`config.mk`:
```
export PLATFORM = sky130hd
export DESIGN_NAME = gps_sample_capture
export DESIGN_NICKNAME = d
export VERILOG_FILES = /design/src/rtl/gps_capture_pkg.sv /design/src/rtl/gps_sample_capture.sv
export SDC_FILE = /design/constraint.sdc
export NUM_CORES = 1
export LEC_CHECK = 0
export ABC_AREA = 1
export BUFFER_PORTS_ARGS = -buffer_cell sky130_fd_sc_hd__buf_2
export CAP_MARGIN = 10
export CORE_MARGIN = 2
export CORE_UTILIZATION = 35
export DETAILED_ROUTE_END_ITERATION = 16
export PLACE_DENSITY = 0.59
export SETUP_SLACK_MARGIN = 0.5
export SYNTH_ARGS = -nofsm -noshare
export SYNTH_HDL_FRONTEND = slang
export SYNTH_SLANG_ARGS = --single-unit
```
`constraint.sdc`:
```
create_clock -name mclk -period 7.55 [get_ports mclk]
set_input_delay 0.3775 -clock mclk [delete_from_list [all_inputs] [get_ports mclk]]
set_output_delay 0.3775 -clock mclk [all_outputs]
set_load 0.02 [all_outputs]
```
`src/rtl/gps_capture_pkg.sv`:
```
// constants and types shared by the gps sample capture block
package gps_capture_pkg;

  // register byte offsets on the apb bus
  localparam logic [11:0] CFG_OFS = 12'h024;
  localparam logic [11:0] HANDOVER_OFS = 12'h028;
  localparam logic [11:0] TALLY_OFS = 12'h02C;
  localparam logic [11:0] STATUS_OFS = 12'h030;

  // capture_config field positions
  localparam int CFG_WIDTH = 6;
  localparam int CFG_ENABLE_BIT = 0;
  localparam int CFG_FORMAT_LSB = 1;
  localparam int CFG_MAG_BIT = 3;
  localparam int CFG_INVERT_BIT = 4;
  localparam int CFG_TRACK_BIT = 5;

  // status field positions
  localparam int STATUS_OVERFLOW_BIT = 0;
  localparam int STATUS_COUNTING_BIT = 1;

  // reset values
  localparam logic [5:0] CFG_RESET = 6'h00;
  localparam logic [31:0] HANDOVER_RESET = 32'h00000000;
  localparam logic [31:0] TALLY_RESET = 32'h00000000;

  // link pins: {mag[2:0], sign, clk}
  localparam int LINK_WIDTH = 5;
  localparam logic [5:0] WORD_BITS = 6'h20;

  // packing formats held in the fifo
  typedef enum logic [1:0] {
    FMT_UNPACKED = 2'h0,
    FMT_PACKED = 2'h1,
    FMT_SUPER = 2'h2,
    FMT_RESERVED = 2'h3
  } format_t;

endpackage

```
`src/rtl/gps_sample_capture.sv`:
```
// gps serial sample capture with apb registers and two-entry output buffer
`timescale 1ns/1ps
module gps_sample_capture
  import gps_capture_pkg::*;
(
  input wire logic mclk,
  input wire logic rstn,
  input wire logic ce,
  input wire logic psel,
  input wire logic penable,
  input wire logic pwrite,
  input wire logic [11:0] paddr,
  input wire logic [31:0] pwdata,
  output logic [31:0] prdata,
  output logic pready,
  output logic pslverr,
  input wire logic gpsClk,
  input wire logic gpsSign,
  input wire logic [2:0] gpsMag,
  output logic [31:0] rxData,
  output logic rxValid,
  input wire logic rxReady,
  output logic spiRxDeny
);

  typedef struct packed {
    logic [CFG_WIDTH-1:0] cfg;
    logic [31:0] handover;
    logic [31:0] tally;
    logic [31:0] down;
    logic counting;
    logic overflow;
    logic deny;
    logic [LINK_WIDTH-1:0] s1;
    logic [LINK_WIDTH-1:0] s2;
    logic [LINK_WIDTH-1:0] s3;
    logic [LINK_WIDTH-1:0] lvl;
    logic [31:0] word;
    logic [5:0] pos;
    logic [1:0][31:0] bufw;
    logic [1:0] vld;
    logic pready;
    logic pslverr;
    logic [31:0] prdata;
  } state_t;

  state_t state_q;
  state_t state_d;
  logic push;
  logic sampleEdge;
  logic wrAcc;

  // bits per sample: sign plus one or three magnitude bits
  function automatic logic [5:0] sampleWidth(input logic mag3);
    sampleWidth = mag3 ? 6'h04 : 6'h02;
  endfunction

  // slot each sample takes inside a fifo word
  function automatic logic [5:0] slotWidth(input logic [1:0] fmt,
                                           input logic mag3);
    unique case (format_t'(fmt))
      FMT_PACKED: slotWidth = 6'h04;
      FMT_SUPER: slotWidth = sampleWidth(mag3);
      default: slotWidth = WORD_BITS; // unpacked, reserved acts as unpacked
    endcase
  endfunction

  // read mux shared by the access decode
  function automatic logic [31:0] readMux(input logic [11:0] addr,
                                          input state_t s);
    unique case (addr)
      CFG_OFS: readMux = {26'h0000000, s.cfg};
      HANDOVER_OFS: readMux = s.handover;
      TALLY_OFS: readMux = s.tally;
      STATUS_OFS: readMux = {30'h00000000, s.counting, s.overflow};
      default: readMux = 32'h00000000;
    endcase
  endfunction

  function automatic logic isMapped(input logic [11:0] addr);
    isMapped = (addr == CFG_OFS) || (addr == HANDOVER_OFS) ||
      (addr == TALLY_OFS) || (addr == STATUS_OFS);
  endfunction

  // all next-state logic of the block
  always_comb begin
    logic [LINK_WIDTH-1:0] linkIn;
    logic inv;
    logic [3:0] sample;
    logic [5:0] slot;
    logic [6:0] nextPos;
    logic trackFell;
    logic capOn;
    logic [1:0] vldAfter;
    linkIn = {gpsMag, gpsSign, gpsClk};
    inv = 1'b0;
    sample = 4'h0;
    slot = 6'h00;
    nextPos = 7'h00;
    trackFell = 1'b0;
    capOn = 1'b0;
    vldAfter = 2'h0;
    state_d = state_q;
    push = 1'b0;
    wrAcc = 1'b0;

    // three-stage synchronisers; a level counts once stages two and three agree
    state_d.s1 = linkIn;
    state_d.s2 = state_q.s1;
    state_d.s3 = state_q.s2;
    for (int i = 0; i < LINK_WIDTH; i++) begin
      if (state_q.s2[i] == state_q.s3[i]) begin
        state_d.lvl[i] = state_q.s3[i];
      end
    end
    // polarity applied before edge detection
    inv = state_q.cfg[CFG_INVERT_BIT];
    sampleEdge = (state_d.lvl[0] ^ inv) & ~(state_q.lvl[0] ^ inv);
    if (state_q.cfg[CFG_MAG_BIT]) begin
      sample = {state_d.lvl[1], state_d.lvl[4:2]};
    end else begin
      sample = {2'b00, state_d.lvl[1], state_d.lvl[2]};
    end

    // apb: one wait state, the transfer completes on the second access cycle
    if (psel && penable && !state_q.pready) begin
      state_d.pready = 1'b1;
      state_d.prdata = readMux(paddr, state_q);
      state_d.pslverr = !isMapped(paddr);
    end else begin
      state_d.pready = 1'b0;
      state_d.pslverr = 1'b0;
      if (psel && penable && pwrite && !state_q.pslverr) begin
        wrAcc = 1'b1;
        unique case (paddr)
          CFG_OFS: state_d.cfg = pwdata[CFG_WIDTH-1:0];
          HANDOVER_OFS: begin
            state_d.handover = pwdata;
            state_d.down = pwdata;
          end
          STATUS_OFS: begin
            if (pwdata[STATUS_OVERFLOW_BIT]) begin
              state_d.overflow = 1'b0;
            end
          end
          default: ; // tally is read-only, writes ignored
        endcase
      end
    end

    // leaving tracking or capture reloads the countdown
    trackFell = state_q.cfg[CFG_TRACK_BIT] & ~state_d.cfg[CFG_TRACK_BIT];
    if (trackFell || !state_d.cfg[CFG_ENABLE_BIT]) begin
      state_d.down = state_d.handover;
      state_d.counting = 1'b0;
    end
    if (!state_d.cfg[CFG_ENABLE_BIT]) begin
      state_d.word = 32'h00000000;
      state_d.pos = 6'h00;
    end
    state_d.deny = state_d.cfg[CFG_ENABLE_BIT];

    // switch-over once tracking is requested and the countdown is spent
    if (state_d.cfg[CFG_TRACK_BIT] && state_d.cfg[CFG_ENABLE_BIT] &&
        !state_q.counting && state_d.down == 32'h00000000) begin
      state_d.counting = 1'b1;
      state_d.tally = TALLY_RESET;
      state_d.word = 32'h00000000;
      state_d.pos = 6'h00;
    end

    // a change of enable in this cycle takes no sample, avoiding half words
    capOn = state_q.cfg[CFG_ENABLE_BIT] & state_d.cfg[CFG_ENABLE_BIT];
    if (capOn && sampleEdge) begin
      if (state_q.counting && state_d.counting) begin
        state_d.tally = state_q.tally + 32'h00000001;
      end else if (!state_q.counting && !state_d.counting) begin
        if (state_d.down != 32'h00000000) begin
          state_d.down = state_d.down - 32'h00000001;
        end
        slot = slotWidth(state_q.cfg[CFG_FORMAT_LSB +: 2],
                         state_q.cfg[CFG_MAG_BIT]);
        state_d.word = state_q.word | ({28'h0000000, sample} << state_q.pos);
        nextPos = {1'b0, state_q.pos} + {1'b0, slot};
        if (nextPos >= {1'b0, WORD_BITS}) begin
          push = 1'b1;
          state_d.pos = 6'h00;
        end else begin
          state_d.pos = nextPos[5:0];
        end
      end
    end

    // two-entry buffer: pop first so a full buffer drained now still accepts
    vldAfter = state_q.vld;
    if (state_q.vld[0] && rxReady) begin
      state_d.bufw[0] = state_q.bufw[1];
      vldAfter = {1'b0, state_q.vld[1]};
    end
    if (push) begin
      state_d.word = 32'h00000000;
      if (!vldAfter[0]) begin
        state_d.bufw[0] = state_d.word | state_q.word |
          ({28'h0000000, sample} << state_q.pos);
        vldAfter[0] = 1'b1;
      end else if (!vldAfter[1]) begin
        state_d.bufw[1] = state_q.word |
          ({28'h0000000, sample} << state_q.pos);
        vldAfter[1] = 1'b1;
      end else begin
        // the link cannot be stalled, so a lost word is flagged; set wins
        state_d.overflow = 1'b1;
      end
    end
    state_d.vld = vldAfter;
  end

  // single register stage; clock enable freezes everything except the synchronous reset
  always_ff @(posedge mclk) begin
    if (!rstn) begin
      state_q <= '0;
      state_q.cfg <= CFG_RESET;
      state_q.handover <= HANDOVER_RESET;
      state_q.tally <= TALLY_RESET;
      state_q.down <= HANDOVER_RESET;
    end else if (ce) begin
      state_q <= state_d;
    end
  end

  assign prdata = state_q.prdata;
  assign pready = state_q.pready;
  assign pslverr = state_q.pslverr;
  assign rxData = state_q.bufw[0];
  assign rxValid = state_q.vld[0];
  assign spiRxDeny = state_q.deny;
endmodule

```
### Yosys cells after proc, flatten, opt, wreduce, memory -nomap -nowiden

Index checks and enable logic that the tools add are counted.

| cells by class | value |
|---|---|
| shift-type cells | 1 |
| add/subtract/negate cells | 3 |
| $lt $le $gt $ge | 1 |
| equality and inequality tests | 11 |
| reductions and logical operators | 26 |
| muxes and demuxes | 52 |
| bitwise gates (word level) | 10 |

Operators with widths:

| operator | number |
|---|---|
| two-way mux 32 bit | 13 |
| two-way mux 38 bit | 7 |
| case mux 32 bit (4 select lines) | 1 |
| two-way mux 64 bit | 1 |
| equality test 12 x 6 -> 1 bit, second input constant | 4 |
| two-way mux 33 bit | 1 |
| adder 32 x 1 -> 32 bit, second input constant | 1 |
| logical NOT 32 bit | 1 |
| OR 32 bit | 1 |
| nonzero test 32 bit | 1 |
| left shift 4 x 6 -> 32 bit | 1 |
| subtractor 32 x 1 -> 32 bit, second input constant | 1 |
| two-way mux 6 bit | 5 |
| two-way mux 1 bit | 18 |
| case mux 6 bit (2 select lines) | 1 |
| logical AND 1 bit | 11 |
| AND reduction 4 bit | 2 |
| adder 6 x 6 -> 7 bit | 1 |
| >= comparator 7 x 6 -> 1 bit, second input constant | 1 |
| logical NOT 1 bit | 6 |
| two-way mux 2 bit | 3 |
| equality test 1 bit | 5 |
| logical OR 1 bit | 4 |
| two-way mux 4 bit | 1 |
| 7 further kinds | 13 |

| storage, ports and cells | value |
|---|---|
| output and inout bits | 68 |
| input bits | 56 |
| bits in registers | 263 |
| word-level logic and storage cells | 124 |

### Depth between registers and ports, before layout

| logic depth | value |
|---|---|
| depth in word-level cells | 24 |
| gate-level depth with buffers | 26 |
| gate-level depth less buffers | 25 |

### Least setup slack after synthesis

Ideal clock, no wire load.

| timing | value |
|---|---|
| kind | reg-to-reg |
| start | reg state_q (netlist bit pready) |
| end | reg state_q[183] (netlist name) |
| arrival | 2.961 ns |
| path slack | 4.480 ns |
| library setup time | 0.109 ns |
| clock period less this slack | 3.070 ns |
| stages on the path, launching flop included | 23 |
| buffers on the path | 3 |
| cell sequence | dfxtp_1 nand3_1 nor2_4 nand3_2 buf_6 buf_2 mux2i_1 o21ai_0 inv_1 ha_1 nand3_1 nor2_1 nand2_1 nor2_2 nand2_1 buf_4 nand4_1 nor2_1 nand2_1 nand2_1 nand3_1 nand2_1 inv_1 |

| on the way | value |
|---|---|
| word-level cells in the longest chain between the ends | 15 |

RTL lines:

| what | RTL line | text |
|---|---|---|
| start, declared | gps_sample_capture.sv:47 | `state_t state_q;` |
| start signal, assigned | gps_sample_capture.sv:227 | `state_q <= state_d;` |
| logical NOT 1 bit (*) | gps_sample_capture.sv:126 | `if (psel && penable && !state_q.pready) begin` |
| logical AND 1 bit (*) | gps_sample_capture.sv:126 |  |
| parallel branches: the longest is 12 deep, another holds subtractor 32 x 1 -> 32 bit | n/a |  |
| two-way mux 64 bit (*) | gps_sample_capture.sv:174 | `if (capOn && sampleEdge) begin` |

Every way passes the cells marked *.
A chain may end at the register's enable or synchronous reset.

### Final worst setup path

| timing | value |
|---|---|
| start | reg state_q (netlist bit pready) |
| end | reg state_q[126] (netlist name) |

| on the way | value |
|---|---|
| word-level cells in the longest chain between the ends | 16 |

RTL lines:

| what | RTL line | text |
|---|---|---|
| logical NOT 1 bit (*) | gps_sample_capture.sv:126 |  |
| logical AND 1 bit (*) | gps_sample_capture.sv:126 |  |
| two-way mux 38 bit | gps_sample_capture.sv:126 |  |
| NOT 1 bit | gps_sample_capture.sv:152 | `trackFell = state_q.cfg[CFG_TRACK_BIT] & ~state_d.cfg[CFG_TRACK_BIT];` |
| bitwise AND 1 bit | gps_sample_capture.sv:152 |  |
| logical OR 1 bit | gps_sample_capture.sv:153 | `if (trackFell \|\| !state_d.cfg[CFG_ENABLE_BIT]) begin` |
| two-way mux 33 bit | gps_sample_capture.sv:153 |  |
| logical NOT 32 bit | gps_sample_capture.sv:165 | `!state_q.counting && state_d.down == 32'h00000000) begin` |
| logical AND 1 bit | gps_sample_capture.sv:165 |  |
| two-way mux 1 bit | gps_sample_capture.sv:164 | `if (state_d.cfg[CFG_TRACK_BIT] && state_d.cfg[CFG_ENABLE_BIT] &&` |
| logical NOT 1 bit | gps_sample_capture.sv:177 | `end else if (!state_q.counting && !state_d.counting) begin` |
| logical AND 1 bit | gps_sample_capture.sv:177 |  |
| two-way mux 38 bit or two-way mux 1 bit (tied branches) | gps_sample_capture.sv:177 |  |
| two-way mux 38 bit or two-way mux 1 bit (tied branches) | gps_sample_capture.sv:175 | `if (state_q.counting && state_d.counting) begin` |
| two-way mux 38 bit or two-way mux 1 bit (tied branches) | gps_sample_capture.sv:174 |  |
| two-way mux 32 bit (*) | gps_sample_capture.sv:200 | `if (push) begin` |

Mark *: on every way between the ends. The rest lies on a longest branch, timed or not.

==> reports/metrics.yaml <==
outcome:
  status: "completed"
critical_path:
  critPathMostFrequentCell: "nand3_1"
  end_kind: "register"
  path_max_fanout: 49
  critPathKind: "reg -> reg"
  worstPathArrival_ns: 5.84
  slowest_stage: "nor2_4"
  cp_num_buf_inv: 3
  r2r-start: "pready"
  r2r-end: "state_q[126]"
  start_kind: "register"
  reg2regPathDepth: 18
  worstSetupStartpoint: "pready"
  cp_cell_sequence: "nand3_1 > nor2_4 > nand4_4 > nand2_8 > inv_1 > o21ai_0 > inv_1 > ha_1 > nand3_1 > nor2_1 > nand2_1 > nor2_2 > nand3_4 > nand3_4 > nand2_2 > clkinv_1 > nand3_1 > a21oi_1"
  cp.depth: 18
  cp_top_family: "simple AND/OR/NAND/NOR gates"
  cp.required_ns: 7.97
  slowest_delay_ns: 0.68
  worstSetupEndpoint: "state_q[126]"
  regToRegSetupSlack_ns: 2.12
sta:
  slew_headroom_pct: 23.73
  finalCritPeriodShare_pct: 71.87
  fin_crit_ns: 5.426
  worst_slew_pin_slew_ns: 1.144
  skew_ns: 0.01460
  setup_viol: 0
  clock.fmax_mhz: 184.3
  setup_ws_ns: 2.124
  slew_viol_final: 0
  hold_viol_final: 0
  rsz0062_at_grt: "no"
  fin_setup_tns_ns: 0
yosys:
  syn_nets: 2577
  synth_ff_type: "dfxtp_1"
  synthXorXnorAreaFrac_pct: 1.479
  synth_top_cell_area_share_pct: 32.81
  ys_types: 52
  ys_warn_count: 0
  synth_mux_area_share_pct: 0.9470
  yosysSeqAreaShare_pct: 32.81
  synth_top_family_by_area: "simple AND/OR/NAND/NOR gates"
  synth-simple-area-share_pct: 27.71
  synth_common_cells: "569 x nand2_1, 325 x inv_1, 262 x dfxtp_1, 225 x a21oi_1, 224 x o21ai_0"
  synth_async_sr_flop_share_pct: 0
  ys_seq_elements: 262
  synth_most_common_cell: "nand2_1"
  synth_area_leaders: "dfxtp_1 33%, nand2_1 13%, inv_1 7.6%, a21oi_1 7.0%, o21ai_0 7.0%"
  syn_area_per_cell_um2: 6.364
  synth_edf_count: 0
  synthAdderAreaFrac_pct: 0.7514
  synth-compound-area-share_pct: 20.85
  yosys.area.top_type: "dfxtp_1"
  synth_cells: 2512
  netlist_area_um2: 15990
detailed_routing:
  wirelength_mm: 51.15
  drc_errors: 0
  routed_via_density: 5.153
  drt-wirelength-per-cell_um: 16.50
  drt_iter0_markers: 1433
  postRouteAntennaNets: 0
  detailroute.via_count: 15970
  drt_first_pass_iters: 6
die:
  dieArea_um2: 47400
  ios: 124
  die_y_um: 217.7
  start_util_pct: 35.38
  coreArea_um2: 45190
  rows: 78
  fp.dieW_um: 217.7
global_route:
  antenna_found_initial: 0
  overflow: 0
  grt_usage_pct: 21.00
  grt_max_degree: 100
  grt_pass1_wl_mm: 80.23
  grt_pass1_vias: 14576
power_and_ir_drop:
  cellPowerDensity_nw_per_um2: 191.2
  p_leak_nw: 7.385
  ir_worst_vdd_uv: 161.2
clocking:
  worstSkewPairLatency_ns: 0.58
  clock_sinks: 262
  cts-root-buf: "clkbuf_16"
  cts_tree: "built"
  h-tree-depth: 1
  cts_buffer_depth: 3
  clkTransAtPathRegs_ns: 0.06
  cts_buffers: 31
min_path:
  hp-class: "in -> reg"
  min_from: "gpsClk"
place:
  port_buffers: 123
  dp_hpwl_mm: 35.31
  post-place-ws_ns: 2.009
  gp_congestion: 0.9030
job:
  maxCapViolations: 0
cells_and_area:
  insertedDiodeCount: 0
  nNetsFinal: 2539
  area_growth_pct: 8.570
  n_fill_cell: 4887
  final_layout_size_suffix_gt1_share_pct: 9.484
[cell type report]
class | count | area [µm²] | share of cell area, %
multi-input cells | 1693 | 8274 | 47.67
clock inverters | 12 | 118.9 | 0.6848
well taps | 600 | 750.7 | 4.325
inverters | 345 | 1303 | 7.504
flip-flops and latches | 262 | 5245 | 30.22
repair buffers | 141 | 763.2 | 4.397
clock buffers | 46 | 902.1 | 5.198
[tightest hold or removal path: stages]
cell and delay, ns:
buf_2 0.08, nor2_1 0.04, nor2_1 0.08
[kinds of logic after synthesis]
logic type	Yosys count
AO/OA/AOI/OAI	612
XOR/XNOR	27
adder cells (fa/ha/maj)	9
buffers and inverters	557
flip-flops	262
multiplexers	15
AND/OR/NAND/NOR	1030
[what timing repair did]
item | CTS | global route
endpoints found under the hold margin | 4 | 0
setup buffers | 0 | 0
hold buffers | 4 | 0
gates resized for setup | 0 | 0
[per-stage QoR]
step	cells	hold WS (ns)	util (%)	total power, W	cell area, µm²
final	3099	0.03261	38.41	0.003318	17360
after global routing	3099	0.01650	38.41	0.003454	17360
after CTS	3099	0.004788	38.41	0.003347	17360
after detailed placement	3037	0.4395	36.06	0.001823	16300
after global placement	3037	0.4341	36.06	0.001819	16300
after floorplan	2512	0.4246	-	0.001720	15990
[where the power goes]
part           total [W]  leakage [nW]  switching [W]  internal (W)
registers        0.00145          2.13      0.0000316       0.00142
clock network    0.00152         0.502       0.000628      0.000891
logic           0.000346          4.75       0.000244      0.000101
total            0.00332          7.39       0.000904       0.00241
[layout by cell type, fill, tap and decap left out, types with 3 or more instances in the layout]
cell           instances
o22ai_1               31
nand2_1              569
xnor2_1                3
xor2_1                24
inv_2                  6
clkinv_2               7
ha_1                   8
nor2_4                 3
o21ai_1               41
nor3_1                18
a22oi_1               19
a31oi_1                6
nand3b_1               5
dfxtp_1              262
buf_4                 15
clkinv_1              12
nor4_1                10
nand3_1              117
clkbuf_8               7
nor2_2                14
o211ai_1              23
o221ai_1               5
a21oi_1              225
o21bai_1              22
o21ai_0              224
clkbuf_16             31
dlygate4sd3_1          4
clkbuf_1               8
nand4_1               64
nand2_2               11
mux2i_1               14
a21o_1                 4
nor2_1               205
a211oi_1               4
o31ai_1                3
buf_2                122
inv_1                325
[metal layers]
metal | vias up | track usage (%) | share of wire (%)
met1 | 7366 | 29.74 | 48
met2 | 491 | 32.42 | 43
met5 | - | 0 | 0
met4 | 0 | 7.146 | 3.1
li1 | 8029 | - | -
met3 | 84 | 3.110 | 6.4
[registers in the layout (all words and copies together) (netlist names)]
name and count:
state_q 185, prdata 32, rxData 32, state_d 10, pready 1, pslverr 1
rxValid 1
[how the worst min path moves through the flow]
| stage | slack (ns) | to | depth (start not counted) |
|---|---|---|---|
| after floorplan | 0.42 | state_q[99] | 2 |
| after global placement | 0.43 | state_q[90] | 2 |
| after detailed placement | 0.44 | state_q[95] | 2 |
| after CTS | 0.005 | state_d[148] | 3 |
| after global routing | 0.02 | state_d[148] | 3 |
| final | 0.03 | state_d[148] | 3 |
No activity file was read; power rests on OpenSTA's default activity.
